**src/shared/iuvfr_defines.svh**
```systemverilog
// named offsets, reset values and timing figures for the input
// undervoltage fault response block
// assumes nothing beyond being included by its bare name
`ifndef IUVFR_DEFINES_SVH
`define IUVFR_DEFINES_SVH

// ----------------------------------------------------------------
// command codes of the two registers
// ----------------------------------------------------------------
`define IUVFR_CMD_THRESHOLD     8'h59
`define IUVFR_CMD_REACTION      8'h5A

// ----------------------------------------------------------------
// reset values and field positions
// ----------------------------------------------------------------
`define IUVFR_REACTION_RESET    8'hBF
`define IUVFR_RESP_HI           7
`define IUVFR_RESP_LO           6
`define IUVFR_RETRY_HI          5
`define IUVFR_RETRY_LO          3
`define IUVFR_DELAY_HI          2
`define IUVFR_DELAY_LO          0
`define IUVFR_RESP_RETRY        2'h2
`define IUVFR_RESP_HOLD         2'h3
`define IUVFR_RETRY_NONE        3'h0
`define IUVFR_RETRY_FOREVER     3'h7

// ----------------------------------------------------------------
// timing
// ----------------------------------------------------------------
`define IUVFR_CLK_PERIOD_NS     40
`define IUVFR_MS_NS             1000000
`define IUVFR_CYCLES_PER_MS     (`IUVFR_MS_NS / `IUVFR_CLK_PERIOD_NS)
`define IUVFR_RETRY_UNIT_MS     35
`define IUVFR_MS_W              9
`define IUVFR_MS_MAX            9'h1FF

`endif

```
**src/shared/iuvfr_pkg.sv**
```systemverilog
// types shared by the input undervoltage fault response block
// assumes the defines header sits beside it
`include "iuvfr_defines.svh"

package iuvfr_pkg;

  typedef struct packed {
    logic [1:0] resp;
    logic [2:0] retry;
    logic [2:0] delay;
  } iuvfr_reaction_t;

  typedef struct packed {
    logic        valid;
    logic        write;
    logic [7:0]  code;
    logic [15:0] wdata;
  } iuvfr_cmd_t;

  typedef enum logic [2:0] {
    IUVFR_IDLE,
    IUVFR_RUN,
    IUVFR_LATCHED,
    IUVFR_HOLD,
    IUVFR_RETRY_WAIT
  } iuvfr_state_t;

endpackage : iuvfr_pkg
```
**src/rtl/iuvfr_core.sv**
```systemverilog
// input undervoltage fault response: threshold and reaction registers,
// fault status, alert line and the restart sequencer
// assumes an outside comparator reports the input against the fault and
// warning thresholds, and a command decoder delivers register accesses
//
// Behaviour
// - fault threshold is one 16-bit read-write exponent-mantissa word.
// - threshold loads from the lockout strap value at reset.
// - reaction byte is read-write, resets to continuous retry, longest delay.
// - each fault pulls alert low and sets status until clear-faults.
// - response code 10 disables output then follows the retry field.
// - response code 11 holds output off until input rises above warning.
// - retry code 000 keeps output off until faults are cleared.
// - retry code 111 restarts until disabled, unpowered or other fault.
// - continuous retry starts an attempt only once input is above warning.
// - retry interval is delay field plus one times 35 ms.
// - interval runs from one attempt start to the next.
// - a fault counts as gone only once input rises above warning.
`include "iuvfr_defines.svh"

module iuvfr_core
  import iuvfr_pkg::*;
#(
  parameter int CYCLES_PER_MS = `IUVFR_CYCLES_PER_MS
) (
  input  wire logic        clk,
  input  wire logic        reset_n,
  input  wire logic [15:0] lockout_strap_threshold,
  input  wire iuvfr_cmd_t  cmd,
  input  wire logic        clear_faults,
  input  wire logic        below_fault_threshold,
  input  wire logic        above_warn_threshold,
  input  wire logic        enable_request,
  input  wire logic        other_fault_shutdown,
  output logic [15:0]      rsp_rdata,
  output logic             rsp_valid,
  output logic [15:0]      fault_threshold_value,
  output logic             output_enable,
  output logic             alert_output_line_n,
  output logic             uv_fault_status,
  output logic             restart_attempt
);

  // ----------------------------------------------------------------
  // registers
  // ----------------------------------------------------------------
  logic [15:0]     threshold;
  iuvfr_reaction_t reaction;
  logic [15:0]     next_threshold;
  iuvfr_reaction_t next_reaction;
  logic [15:0]     next_rsp_rdata;
  logic            next_rsp_valid;

  always_comb begin
    next_threshold = threshold;
    next_reaction  = reaction;
    next_rsp_rdata = 16'h0000;
    next_rsp_valid = cmd.valid;
    if (cmd.valid && cmd.write) begin
      if (cmd.code == `IUVFR_CMD_THRESHOLD) begin
        next_threshold = cmd.wdata;
      end
      if (cmd.code == `IUVFR_CMD_REACTION) begin
        next_reaction = cmd.wdata[7:0];
      end
    end
    if (cmd.valid && !cmd.write) begin
      // unmapped codes read as zero
      unique case (cmd.code)
        `IUVFR_CMD_THRESHOLD: next_rsp_rdata = threshold;
        `IUVFR_CMD_REACTION:  next_rsp_rdata = {8'h00, reaction};
        default:              next_rsp_rdata = 16'h0000;
      endcase
    end
  end

  always_ff @(posedge clk) begin
    if (!reset_n) begin
      // strap is a steady level, so the synchronous reset may sample it
      threshold <= lockout_strap_threshold;
      reaction  <= `IUVFR_REACTION_RESET;
      rsp_rdata <= 16'h0000;
      rsp_valid <= 1'b0;
    end else begin
      threshold <= next_threshold;
      reaction  <= next_reaction;
      rsp_rdata <= next_rsp_rdata;
      rsp_valid <= next_rsp_valid;
    end
  end

  assign fault_threshold_value = threshold;

  // ----------------------------------------------------------------
  // decode of the reaction byte
  // ----------------------------------------------------------------
  logic       mode_hold;
  logic       mode_retry;
  logic [8:0] interval_ms;

  always_comb begin
    mode_hold  = (reaction.resp == `IUVFR_RESP_HOLD);
    // any other combination falls back to latched shutdown
    mode_retry = (reaction.resp == `IUVFR_RESP_RETRY) &&
                 (reaction.retry == `IUVFR_RETRY_FOREVER);
    interval_ms = 9'(({6'h00, reaction.delay} + 9'h001) *
                     9'(`IUVFR_RETRY_UNIT_MS));
  end

  // ----------------------------------------------------------------
  // millisecond timer since the last attempt
  // ----------------------------------------------------------------
  logic                 tick;
  logic                 attempt;
  logic [`IUVFR_MS_W-1:0] ms_count;
  logic [`IUVFR_MS_W-1:0] next_ms_count;

  iuvfr_ms_tick #(
    .CYCLES_PER_MS (CYCLES_PER_MS)
  ) u_tick (
    .clk     (clk),
    .reset_n (reset_n),
    .restart (attempt),
    .tick    (tick)
  );

  always_comb begin
    next_ms_count = ms_count;
    if (attempt) begin
      next_ms_count = '0;
    end else if (tick && ms_count != `IUVFR_MS_MAX) begin
      next_ms_count = ms_count + 1'b1;
    end
  end

  // ----------------------------------------------------------------
  // fault tracking, status and sequencer
  // ----------------------------------------------------------------
  iuvfr_state_t state;
  iuvfr_state_t next_state;
  logic         uv_active;
  logic         next_uv_active;
  logic         fault_event;
  logic         next_status;
  logic         next_output_enable;

  always_comb begin
    fault_event = below_fault_threshold && !uv_active;
    // the fault only goes away above the warning level
    next_uv_active = uv_active;
    if (below_fault_threshold) begin
      next_uv_active = 1'b1;
    end else if (above_warn_threshold) begin
      next_uv_active = 1'b0;
    end
    // a new fault in the clearing cycle keeps the flag set
    next_status = (uv_fault_status && !clear_faults) || fault_event;
    next_state = state;
    attempt    = 1'b0;
    unique case (state)
      IUVFR_IDLE: begin
        if (enable_request && !other_fault_shutdown && !uv_active &&
            !below_fault_threshold) begin
          next_state = IUVFR_RUN;
          attempt    = 1'b1;
        end
      end
      IUVFR_RUN: begin
        if (below_fault_threshold) begin
          if (mode_hold) begin
            next_state = IUVFR_HOLD;
          end else if (mode_retry) begin
            next_state = IUVFR_RETRY_WAIT;
          end else begin
            next_state = IUVFR_LATCHED;
          end
        end
      end
      IUVFR_LATCHED: begin
        if (clear_faults) begin
          next_state = IUVFR_IDLE;
        end
      end
      IUVFR_HOLD: begin
        if (!uv_active) begin
          next_state = IUVFR_RUN;
          attempt    = 1'b1;
        end
      end
      IUVFR_RETRY_WAIT: begin
        if (!uv_active && ms_count >= interval_ms) begin
          next_state = IUVFR_RUN;
          attempt    = 1'b1;
        end
      end
    endcase
    // commanded off or forced down stops any pending retry
    if (!enable_request || other_fault_shutdown) begin
      next_state = IUVFR_IDLE;
      attempt    = 1'b0;
    end
    next_output_enable = (next_state == IUVFR_RUN);
  end

  always_ff @(posedge clk) begin
    if (!reset_n) begin
      state               <= IUVFR_IDLE;
      uv_active           <= 1'b0;
      uv_fault_status     <= 1'b0;
      alert_output_line_n <= 1'b1;
      output_enable       <= 1'b0;
      restart_attempt     <= 1'b0;
      // saturated so the first start is not delayed
      ms_count            <= `IUVFR_MS_MAX;
    end else begin
      state               <= next_state;
      uv_active           <= next_uv_active;
      uv_fault_status     <= next_status;
      alert_output_line_n <= !next_status;
      output_enable       <= next_output_enable;
      restart_attempt     <= attempt;
      ms_count            <= next_ms_count;
    end
  end

endmodule : iuvfr_core

```
**src/rtl/iuvfr_ms_tick.sv**
```systemverilog
// millisecond tick divider with a synchronous restart
// assumes one clock and a synchronous active-low reset
`include "iuvfr_defines.svh"

module iuvfr_ms_tick #(
  parameter int CYCLES_PER_MS = `IUVFR_CYCLES_PER_MS
) (
  input  wire logic clk,
  input  wire logic reset_n,
  input  wire logic restart,
  output logic      tick
);
  localparam int CW = $clog2(CYCLES_PER_MS + 1);

  logic [CW-1:0] count;
  logic [CW-1:0] next_count;
  logic          next_tick;

  // ----------------------------------------------------------------
  // divider
  // ----------------------------------------------------------------
  always_comb begin
    next_tick  = 1'b0;
    next_count = count + 1'b1;
    if (restart) begin
      next_count = '0;
    end else if (count == CW'(CYCLES_PER_MS - 1)) begin
      next_count = '0;
      next_tick  = 1'b1;
    end
  end

  always_ff @(posedge clk) begin
    if (!reset_n) begin
      count <= '0;
      tick  <= 1'b0;
    end else begin
      count <= next_count;
      tick  <= next_tick;
    end
  end
endmodule : iuvfr_ms_tick

```
**config.mk**
```make
export PLATFORM = sky130hd
export DESIGN_NAME = iuvfr_core
export DESIGN_NICKNAME = d
export VERILOG_FILES = /design/src/shared/iuvfr_pkg.sv /design/src/rtl/iuvfr_core.sv /design/src/rtl/iuvfr_ms_tick.sv
export VERILOG_INCLUDE_DIRS = /design/src /design/src/shared
export SDC_FILE = /design/constraint.sdc
export NUM_CORES = 1
export LEC_CHECK = 0
export BUFFER_PORTS_ARGS = -buffer_cell sky130_fd_sc_hd__clkbuf_2
export CORE_AREA = 2 2 94 96
export CTS_CLUSTER_DIAMETER = 150
export DETAILED_ROUTE_END_ITERATION = 10
export DIE_AREA = 0 0 96 98
export GPL_ROUTABILITY_DRIVEN = 0
export GPL_TIMING_DRIVEN = 1
export PLACE_DENSITY = 0.71
export SLEW_MARGIN = 15
export SYNTH_ARGS = -nofsm -noshare
export SYNTH_HDL_FRONTEND = slang
export SYNTH_SLANG_ARGS = --single-unit
```
**constraint.sdc**
```tcl
create_clock -name clk -period 6.31 [get_ports clk]
set_clock_uncertainty 0.05 [all_clocks]
set_input_delay 0.9465 -clock clk [delete_from_list [all_inputs] [get_ports clk]]
set_output_delay 0.9465 -clock clk [all_outputs]
set_load 0.02 [all_outputs]
```
==> summary.txt, run 1 <==
maximum vdd drop: 119 uV
Post-CTS Hold Fix Bufs: 0
Reg clk slew, reported paths: 90 ps
worst r2r src: reaction[0]$_SDFFE_PN1P_
critical path launch point type: register
Stages on worst setup path: 14
CTS root buf: clkbuf_8
HP Start: fault_threshold_value[14]$_DFFE_PP_
vias in the first global route: 2,732
Comb power frac: 8.3%
Post-synth EDFFs: 16
DP HPWL: 5.68 mm
Post-Syn Instances: 355
DRC Markers: 0
final period utilization: 66.5%
Warnings, synthesis: 0
drt wl/cell: 13.7 um
Initial Util: 43.8%
final setup vio count: 0
Row Count: 34
Area Overhead vs Synth: 19.5%
worst slew pin tran: 956 ps
status: finished clean
die footprint: 9410 um2
Clock Latency Late Sink: 360 ps
Flop pwr share: 49.8%
Die Ht: 98 um
Worst R2R Path Depth: 14
DR vias/cell: 5.16
flops & latches, synth: 74
RSZ-0062 raised after global routing: false
fillcell total: 780
wirelength, routed: 7.57 mm
Slew headroom: 35.5%
Worst Hold Slack: 428 ps
layout cell share with drive strength beyond 1: 30.9%
Post-Synthesis Cell Area: 3710 um2
P_leak: 1.90 nW
CTS HTree Levels: 3
power per standard cell area: 231 nW/um2
Slowest Stage Delay on Critical Path: 800 ps
CTS Buffer Depth: 2
Synth top area share: 31.3%
GRT Max-Usage Layer: met2
global-route wire length before repair: 12.5 mm
Post-CTS Setup Repair Bufs: 0
area leader, netlist: dfxtp_1
TritonCTS Buffers: 9
Final Hold Fails: 0
post-CTS resize count: 0
gr usage total: 16.8%
dominant cells by area after synthesis: dfxtp_1 31%, edfxtp_1 13%, ha_1 7.4%, mux2_2 4.9%, xnor2_1 4.7%
max-slew violation count: 0
Reg-to-Reg End: ms_count[6]$_SDFFE_PN1P_
met3 GRT Util: 3.78%
Iteration-0 DRC Markers: 129
CP Capture Type: register
CP Class: register to register
count leader, synth: dfxtp_1
I/O pin total: 86
NumNets Final: 510
Worst Setup EP: ms_count[6]$_SDFFE_PN1P_
crit path from: reaction[0]$_SDFFE_PN1P_
M1 GR Usage: 20.8%
initial antenna violation count: 0
Slowest-stage cell, CP: a211oi_4
critical-path cell list: ha_1, xnor2_1, inv_1, ha_1, ha_1, ha_1, a31o_2, a22oi_1, xnor2_1, ha_1, nand4_1, a31o_2, a211oi_4, o31ai_1
fraction of registers with async set/reset: 0%
grt total ovfl: 0
switching pwr: 256 uW
diode count: 0
largest net degree at the start of global routing: 43
Most used DFF post-synth: dfxtp_1
worst-path maximum fanout: 18
vias: 2,848
WP buf/inv: 1
grt met2 use: 27.7%
PortBufs: 85
flop-to-flop setup slack: 2110 ps
Worst EP required: 6450 ps
post-route ant nets: 0
router iterations before antenna repair: 4
mean cell area of the mapped netlist: 10.5 um2
die width: 96 um
Core Region: 8470 um2
Clock power frac: 41.9%
syn_nets: 426
clock sink count: 74
Max-Cap Viols: 0
P_int: 767 uW
Worst path most repeated cell: ha_1
TNS Setup: 0 ps
CTS tree: done
delay-heaviest family, CP: compound AO/OA/AOI/OAI gates
Sw Ratio: 25.0%
Tmin final: 4200 ps
FMAX: 238 MHz
worst hold path type: register to register
synth cell count leaders: 58 x dfxtp_1, 31 x nand2_1, 22 x ha_1, 20 x nor2_1, 20 x xnor2_1
sequential area share after synthesis: 44.2%
Netlist cell types: 59
Critical Path AT: 4340 ps
-- final cells by class --
| cell class | count | area [um2] | area share [%] |
|---|---|---|---|
| timing repair buffer | 85 | 425 | 9.60 |
| sequential | 74 | 1640 | 37.0 |
| multi-input combinational | 256 | 1950 | 44.0 |
| tap | 108 | 135 | 3.05 |
| clock buffer | 9 | 124 | 2.79 |
| clock inverter | 7 | 108 | 2.43 |
| inverter | 13 | 48.8 | 1.10 |
-- per-layer routing --
metal | wire [um] | up-vias
met5 | 0 | -
met3 | 470 | 15
met4 | 162 | 0
li1 | - | 1452
met2 | 3480 | 84
met1 | 3460 | 1297
-- kinds of logic after synthesis --
| family | after synthesis | share of synthesized area [%] |
|---|---|---|
| AOI/OAI and AO/OA | 53 | 11.4 |
| xor gates and xnor gates | 26 | 6.14 |
| adders and majority gates | 22 | 7.42 |
| buffers and inverters | 25 | 3.20 |
| DFF | 74 | 44.2 |
| muxes | 25 | 7.28 |
| and+or+nand+nor | 130 | 20.3 |
-- through the flow --
step | utilization (%) | worst slack, ps | instance area [um2] | instances | power (mW)
after floorplan | - | 2780 | 3710 | 355 | 0.570
after global placement | 49.6 | 2270 | 4200 | 536 | 0.604
after detailed placement | 49.6 | 2160 | 4200 | 536 | 0.606
after CTS | 52.4 | 2090 | 4430 | 552 | 1.03
after global routing | 52.4 | 1860 | 4430 | 552 | 1.06
final | 52.4 | 2110 | 4430 | 552 | 1.02
-- worst min-delay path by stage --
stage / end / slack (ps) / depth (start not counted)
2_1_floorplan: reaction[5]$_SDFFE_PN1P_ / 410 / 2
3_3_place_gp: rsp_rdata[12]$_SDFF_PN0_ / 410 / 1
3_5_place_dp: rsp_rdata[14]$_SDFF_PN0_ / 410 / 1
4_1_cts: rsp_rdata[14]$_SDFF_PN0_ / 430 / 1
5_1_grt: rsp_rdata[14]$_SDFF_PN0_ / 450 / 1
6_report: rsp_rdata[14]$_SDFF_PN0_ / 430 / 1
-- worst register-to-register path: stages, from the launching register on --
cell and delay, ps:
dfxtp_1 360, ha_1 220, xnor2_1 280, inv_1 120, ha_1 320, ha_1 190
ha_1 310, a31o_2 230, a22oi_1 170, xnor2_1 110, ha_1 310, nand4_1 120
a31o_2 270, a211oi_4 800, o31ai_1 180
-- power by group through the flow --
stage | clock, mW | sequential (mW) | combinational [mW]
2_1_floorplan | 0 | 0.532 | 0.0371
3_3_place_gp | 0 | 0.520 | 0.0843
3_5_place_dp | 0 | 0.521 | 0.0853
4_1_cts | 0.434 | 0.509 | 0.0856
5_1_grt | 0.454 | 0.512 | 0.0935
6_report | 0.429 | 0.509 | 0.0846
-- sequential cells by signal, indices dropped and copies added, names as in the netlist --
| name | count |
|---|---|
| fault_threshold_value | 16 |
| rsp_rdata | 16 |
| u_tick.count | 15 |
| ms_count | 9 |
| reaction | 8 |
| state | 3 |
| alert_output_line_n | 1 |
| output_enable | 1 |
| restart_attempt | 1 |
| rsp_valid | 1 |
| u_tick.tick | 1 |
| uv_active | 1 |
| uv_fault_status | 1 |
-- cells in the final DEF (no fill, tap or decap), drive strengths merged, types with 8 or more instances in the layout --
master,count
nor3,14
and2,11
nor2,20
xnor2,20
nand2,31
mux2,16
and3,8
mux2i,9
inv,17
clkbuf,94
dfxtp,58
nand3,11
edfxtp,16
ha,22
a22oi,9
(Power assumes the default switching activity.)
==> run 2: changes to the inputs <==
==> constraint.sdc (replaced) <==
create_clock -name clk -period 4 [get_ports clk]
set_clock_uncertainty 0.05 [all_clocks]
set_input_delay 0.6 -clock clk [delete_from_list [all_inputs] [get_ports clk]]
set_output_delay 0.6 -clock clk [all_outputs]
set_load 0.02 [all_outputs]
==> summary.txt, run 2 (same netlist as run 1, synthesis figures left out) <==
CTS HTree Levels: 3 (unchanged)
Area Overhead vs Synth: 19.5% (about the same)
commonest non-fill, non-tap cell in the layout: clkbuf_2 (unchanged)
critical-path cell list: inv_1, ha_1, inv_1, ha_1, ha_1, ha_1, a31o_2, a22oi_1, xnor2_1, ha_1, nand4_1, a31o_2, a211oi_4, buf_12, nor3_1 (was ha_1, xnor2_1, inv_1, ha_1, ha_1, ha_1, a31o_2, a22oi_1, xnor2_1, ha_1, nand4_1, a31o_2, a211oi_4, o31ai_1)
PortBufs: 85 (unchanged)
P_leak: 1.90 nW (about the same)
vias: 2,923 (was 2,848)
clock sink count: 74 (unchanged)
total power: 1.48 mW (was 1.02 mW)
grt total ovfl: 0 (unchanged)
placed cell count: 540 (was 536)
global-route wire length before repair: 12.9 mm (was 12.5 mm)
final period utilization: 91.8% (was 66.5%)
Tmin final: 3670 ps (was 4200 ps)
switching pwr: 399 uW (was 256 uW)
DP HPWL: 5.93 mm (was 5.68 mm)
NumNets Final: 514 (was 510)
Sw Ratio: 26.9% (was 25.0%)
Comb power frac: 9.1% (was 8.3%)
CTS tree: done (unchanged)
CTS Buffer Depth: 2 (unchanged)
worst slew pin tran: 957 ps (was 956 ps)
Die Ht: 98 um (unchanged)
vias in the first global route: 2,894 (was 2,732)
Worst EP required: 4140 ps (was 6450 ps)
most frequent cells in the layout: 85 x clkbuf_2, 57 x dfxtp_1, 31 x nand2_1, 22 x ha_1, 20 x nor2_1 (was 85 x clkbuf_2, 58 x dfxtp_1, 31 x nand2_1, 22 x ha_1)
Core Region: 8470 um2 (unchanged)
Slew headroom: 35.4% (was 35.5%)
worst r2r src: reaction[0]$_SDFFE_PN1P_ (unchanged)
layout cell share with drive strength beyond 1: 31.9% (was 30.9%)
TNS Setup: 0 ps (unchanged)
Slowest Stage Delay on Critical Path: 390 ps (was 800 ps)
diode count: 0 (unchanged)
worst hold path type: register to register (unchanged)
initial antenna violation count: 0 (unchanged)
Clock power frac: 36.6% (was 41.9%)
RSZ-0062 raised after global routing: false (unchanged)
gr usage total: 17.1% (was 16.8%)
HP Start: fault_threshold_value[11]$_DFFE_PP_ (was fault_threshold_value[14]$_DFFE_PP_)
Max-Cap Viols: 0 (unchanged)
Initial Util: 43.8% (unchanged)
drt wl/cell: 14.2 um (was 13.7 um)
Critical Path AT: 3820 ps (was 4340 ps)
Slowest-stage cell, CP: ha_1 (was a211oi_4)
CP Class: register to register (unchanged)
CP Capture Type: register (unchanged)
Post-CTS Hold Fix Bufs: 0 (unchanged)
CTS root buf: clkbuf_8 (unchanged)
Post-CTS Setup Repair Bufs: 0 (unchanged)
TritonCTS Buffers: 9 (unchanged)
wirelength, routed: 7.88 mm (was 7.57 mm)
crit path from: reaction[0]$_SDFFE_PN1P_ (unchanged)
maximum vdd drop: 171 uV (was 119 uV)
DR vias/cell: 5.26 (was 5.16)
P_int: 1.08 mW (was 767 uW)
Flop pwr share: 54.3% (was 49.8%)
final setup vio count: 0 (unchanged)
DRC Markers: 0 (unchanged)
Clock Latency Late Sink: 350 ps (was 360 ps)
final cell count without fillers: 556 (was 552)
Iteration-0 DRC Markers: 106 (was 129)
status: finished clean (unchanged)
FMAX: 272 MHz (was 238 MHz)
Row Count: 34 (unchanged)
power per standard cell area: 334 nW/um2 (was 231 nW/um2)
Reg clk slew, reported paths: 90 ps (about the same)
worst-path maximum fanout: 18 (unchanged)
post-CTS resize count: 0 (unchanged)
post-route ant nets: 0 (unchanged)
Final Hold Fails: 0 (unchanged)
largest net degree at the start of global routing: 35 (was 43)
router iterations before antenna repair: 4 (unchanged)
die footprint: 9410 um2 (unchanged)
I/O pin total: 86 (unchanged)
Worst path most repeated cell: ha_1 (unchanged)
die width: 96 um (unchanged)
critical path launch point type: register (unchanged)
Worst Hold Slack: 418 ps (was 428 ps)
max-slew violation count: 0 (unchanged)
-- run 2: power groups by stage --
stage	Combinational (mW)	Sequential (mW)	Clock [mW]
final	0.135	0.803	0.541
after detailed placement	0.135	0.821	0
after global placement	0.134	0.820	0
after global routing	0.150	0.806	0.583
after floorplan	0.0586	0.840	0
after CTS	0.137	0.803	0.557
-- run 2: critical path: cells and delay by family (launching register included) --
| family | cells | cell delay, ps |
|---|---|---|
| DFF | 1 | 380 |
| xor gates and xnor gates | 1 | 100 |
| adders and majority gates | 5 | 1430 |
| AOI/OAI and AO/OA | 4 | 970 |
| and+or+nand+nor | 2 | 180 |
| buffers and inverters | 3 | 390 |
-- run 2: final cells by class --
class / count / area [um2]
clock buffers: 9 / 124
clock inverters: 7 / 57.6
fillers: 785 / 4030
inverters: 13 / 48.8
multi-input cells: 256 / 1960
flip-flops and latches: 74 / 1640
well taps: 108 / 135
repair buffers: 89 / 468
-- run 2: through the flow --
| step | util [%] | setup WS, ps | instance area, um2 |
|---|---|---|---|
| after floorplan | - | 474 | 3710 |
| after global placement | 50.1 | 408 | 4240 |
| after detailed placement | 50.1 | 243 | 4240 |
| after CTS | 52.3 | 200 | 4430 |
| after global routing | 52.4 | 89.5 | 4430 |
| final | 52.4 | 327 | 4430 |
-- run 2: per-layer routing --
metal  GRT usage [%]  up-vias  routed length, um
met5               0        -                  0
met4            6.48        0                112
met3            3.70       11                520
met2            29.3       88               3680
met1            20.5     1362               3570
li1                -     1462                  -
-- run 2: path summary, 6_finish.rpt --
check | cells past startpoint | slack [ps] | endpoint
min | 1 | 420 | rsp_rdata[11]$_SDFF_PN0_
max reg2reg | 15 | 330 | u_tick.count[2]$_SDFF_PP0_
min reg2reg | 1 | 420 | rsp_rdata[11]$_SDFF_PN0_
max | 15 | 330 | u_tick.count[2]$_SDFF_PP0_
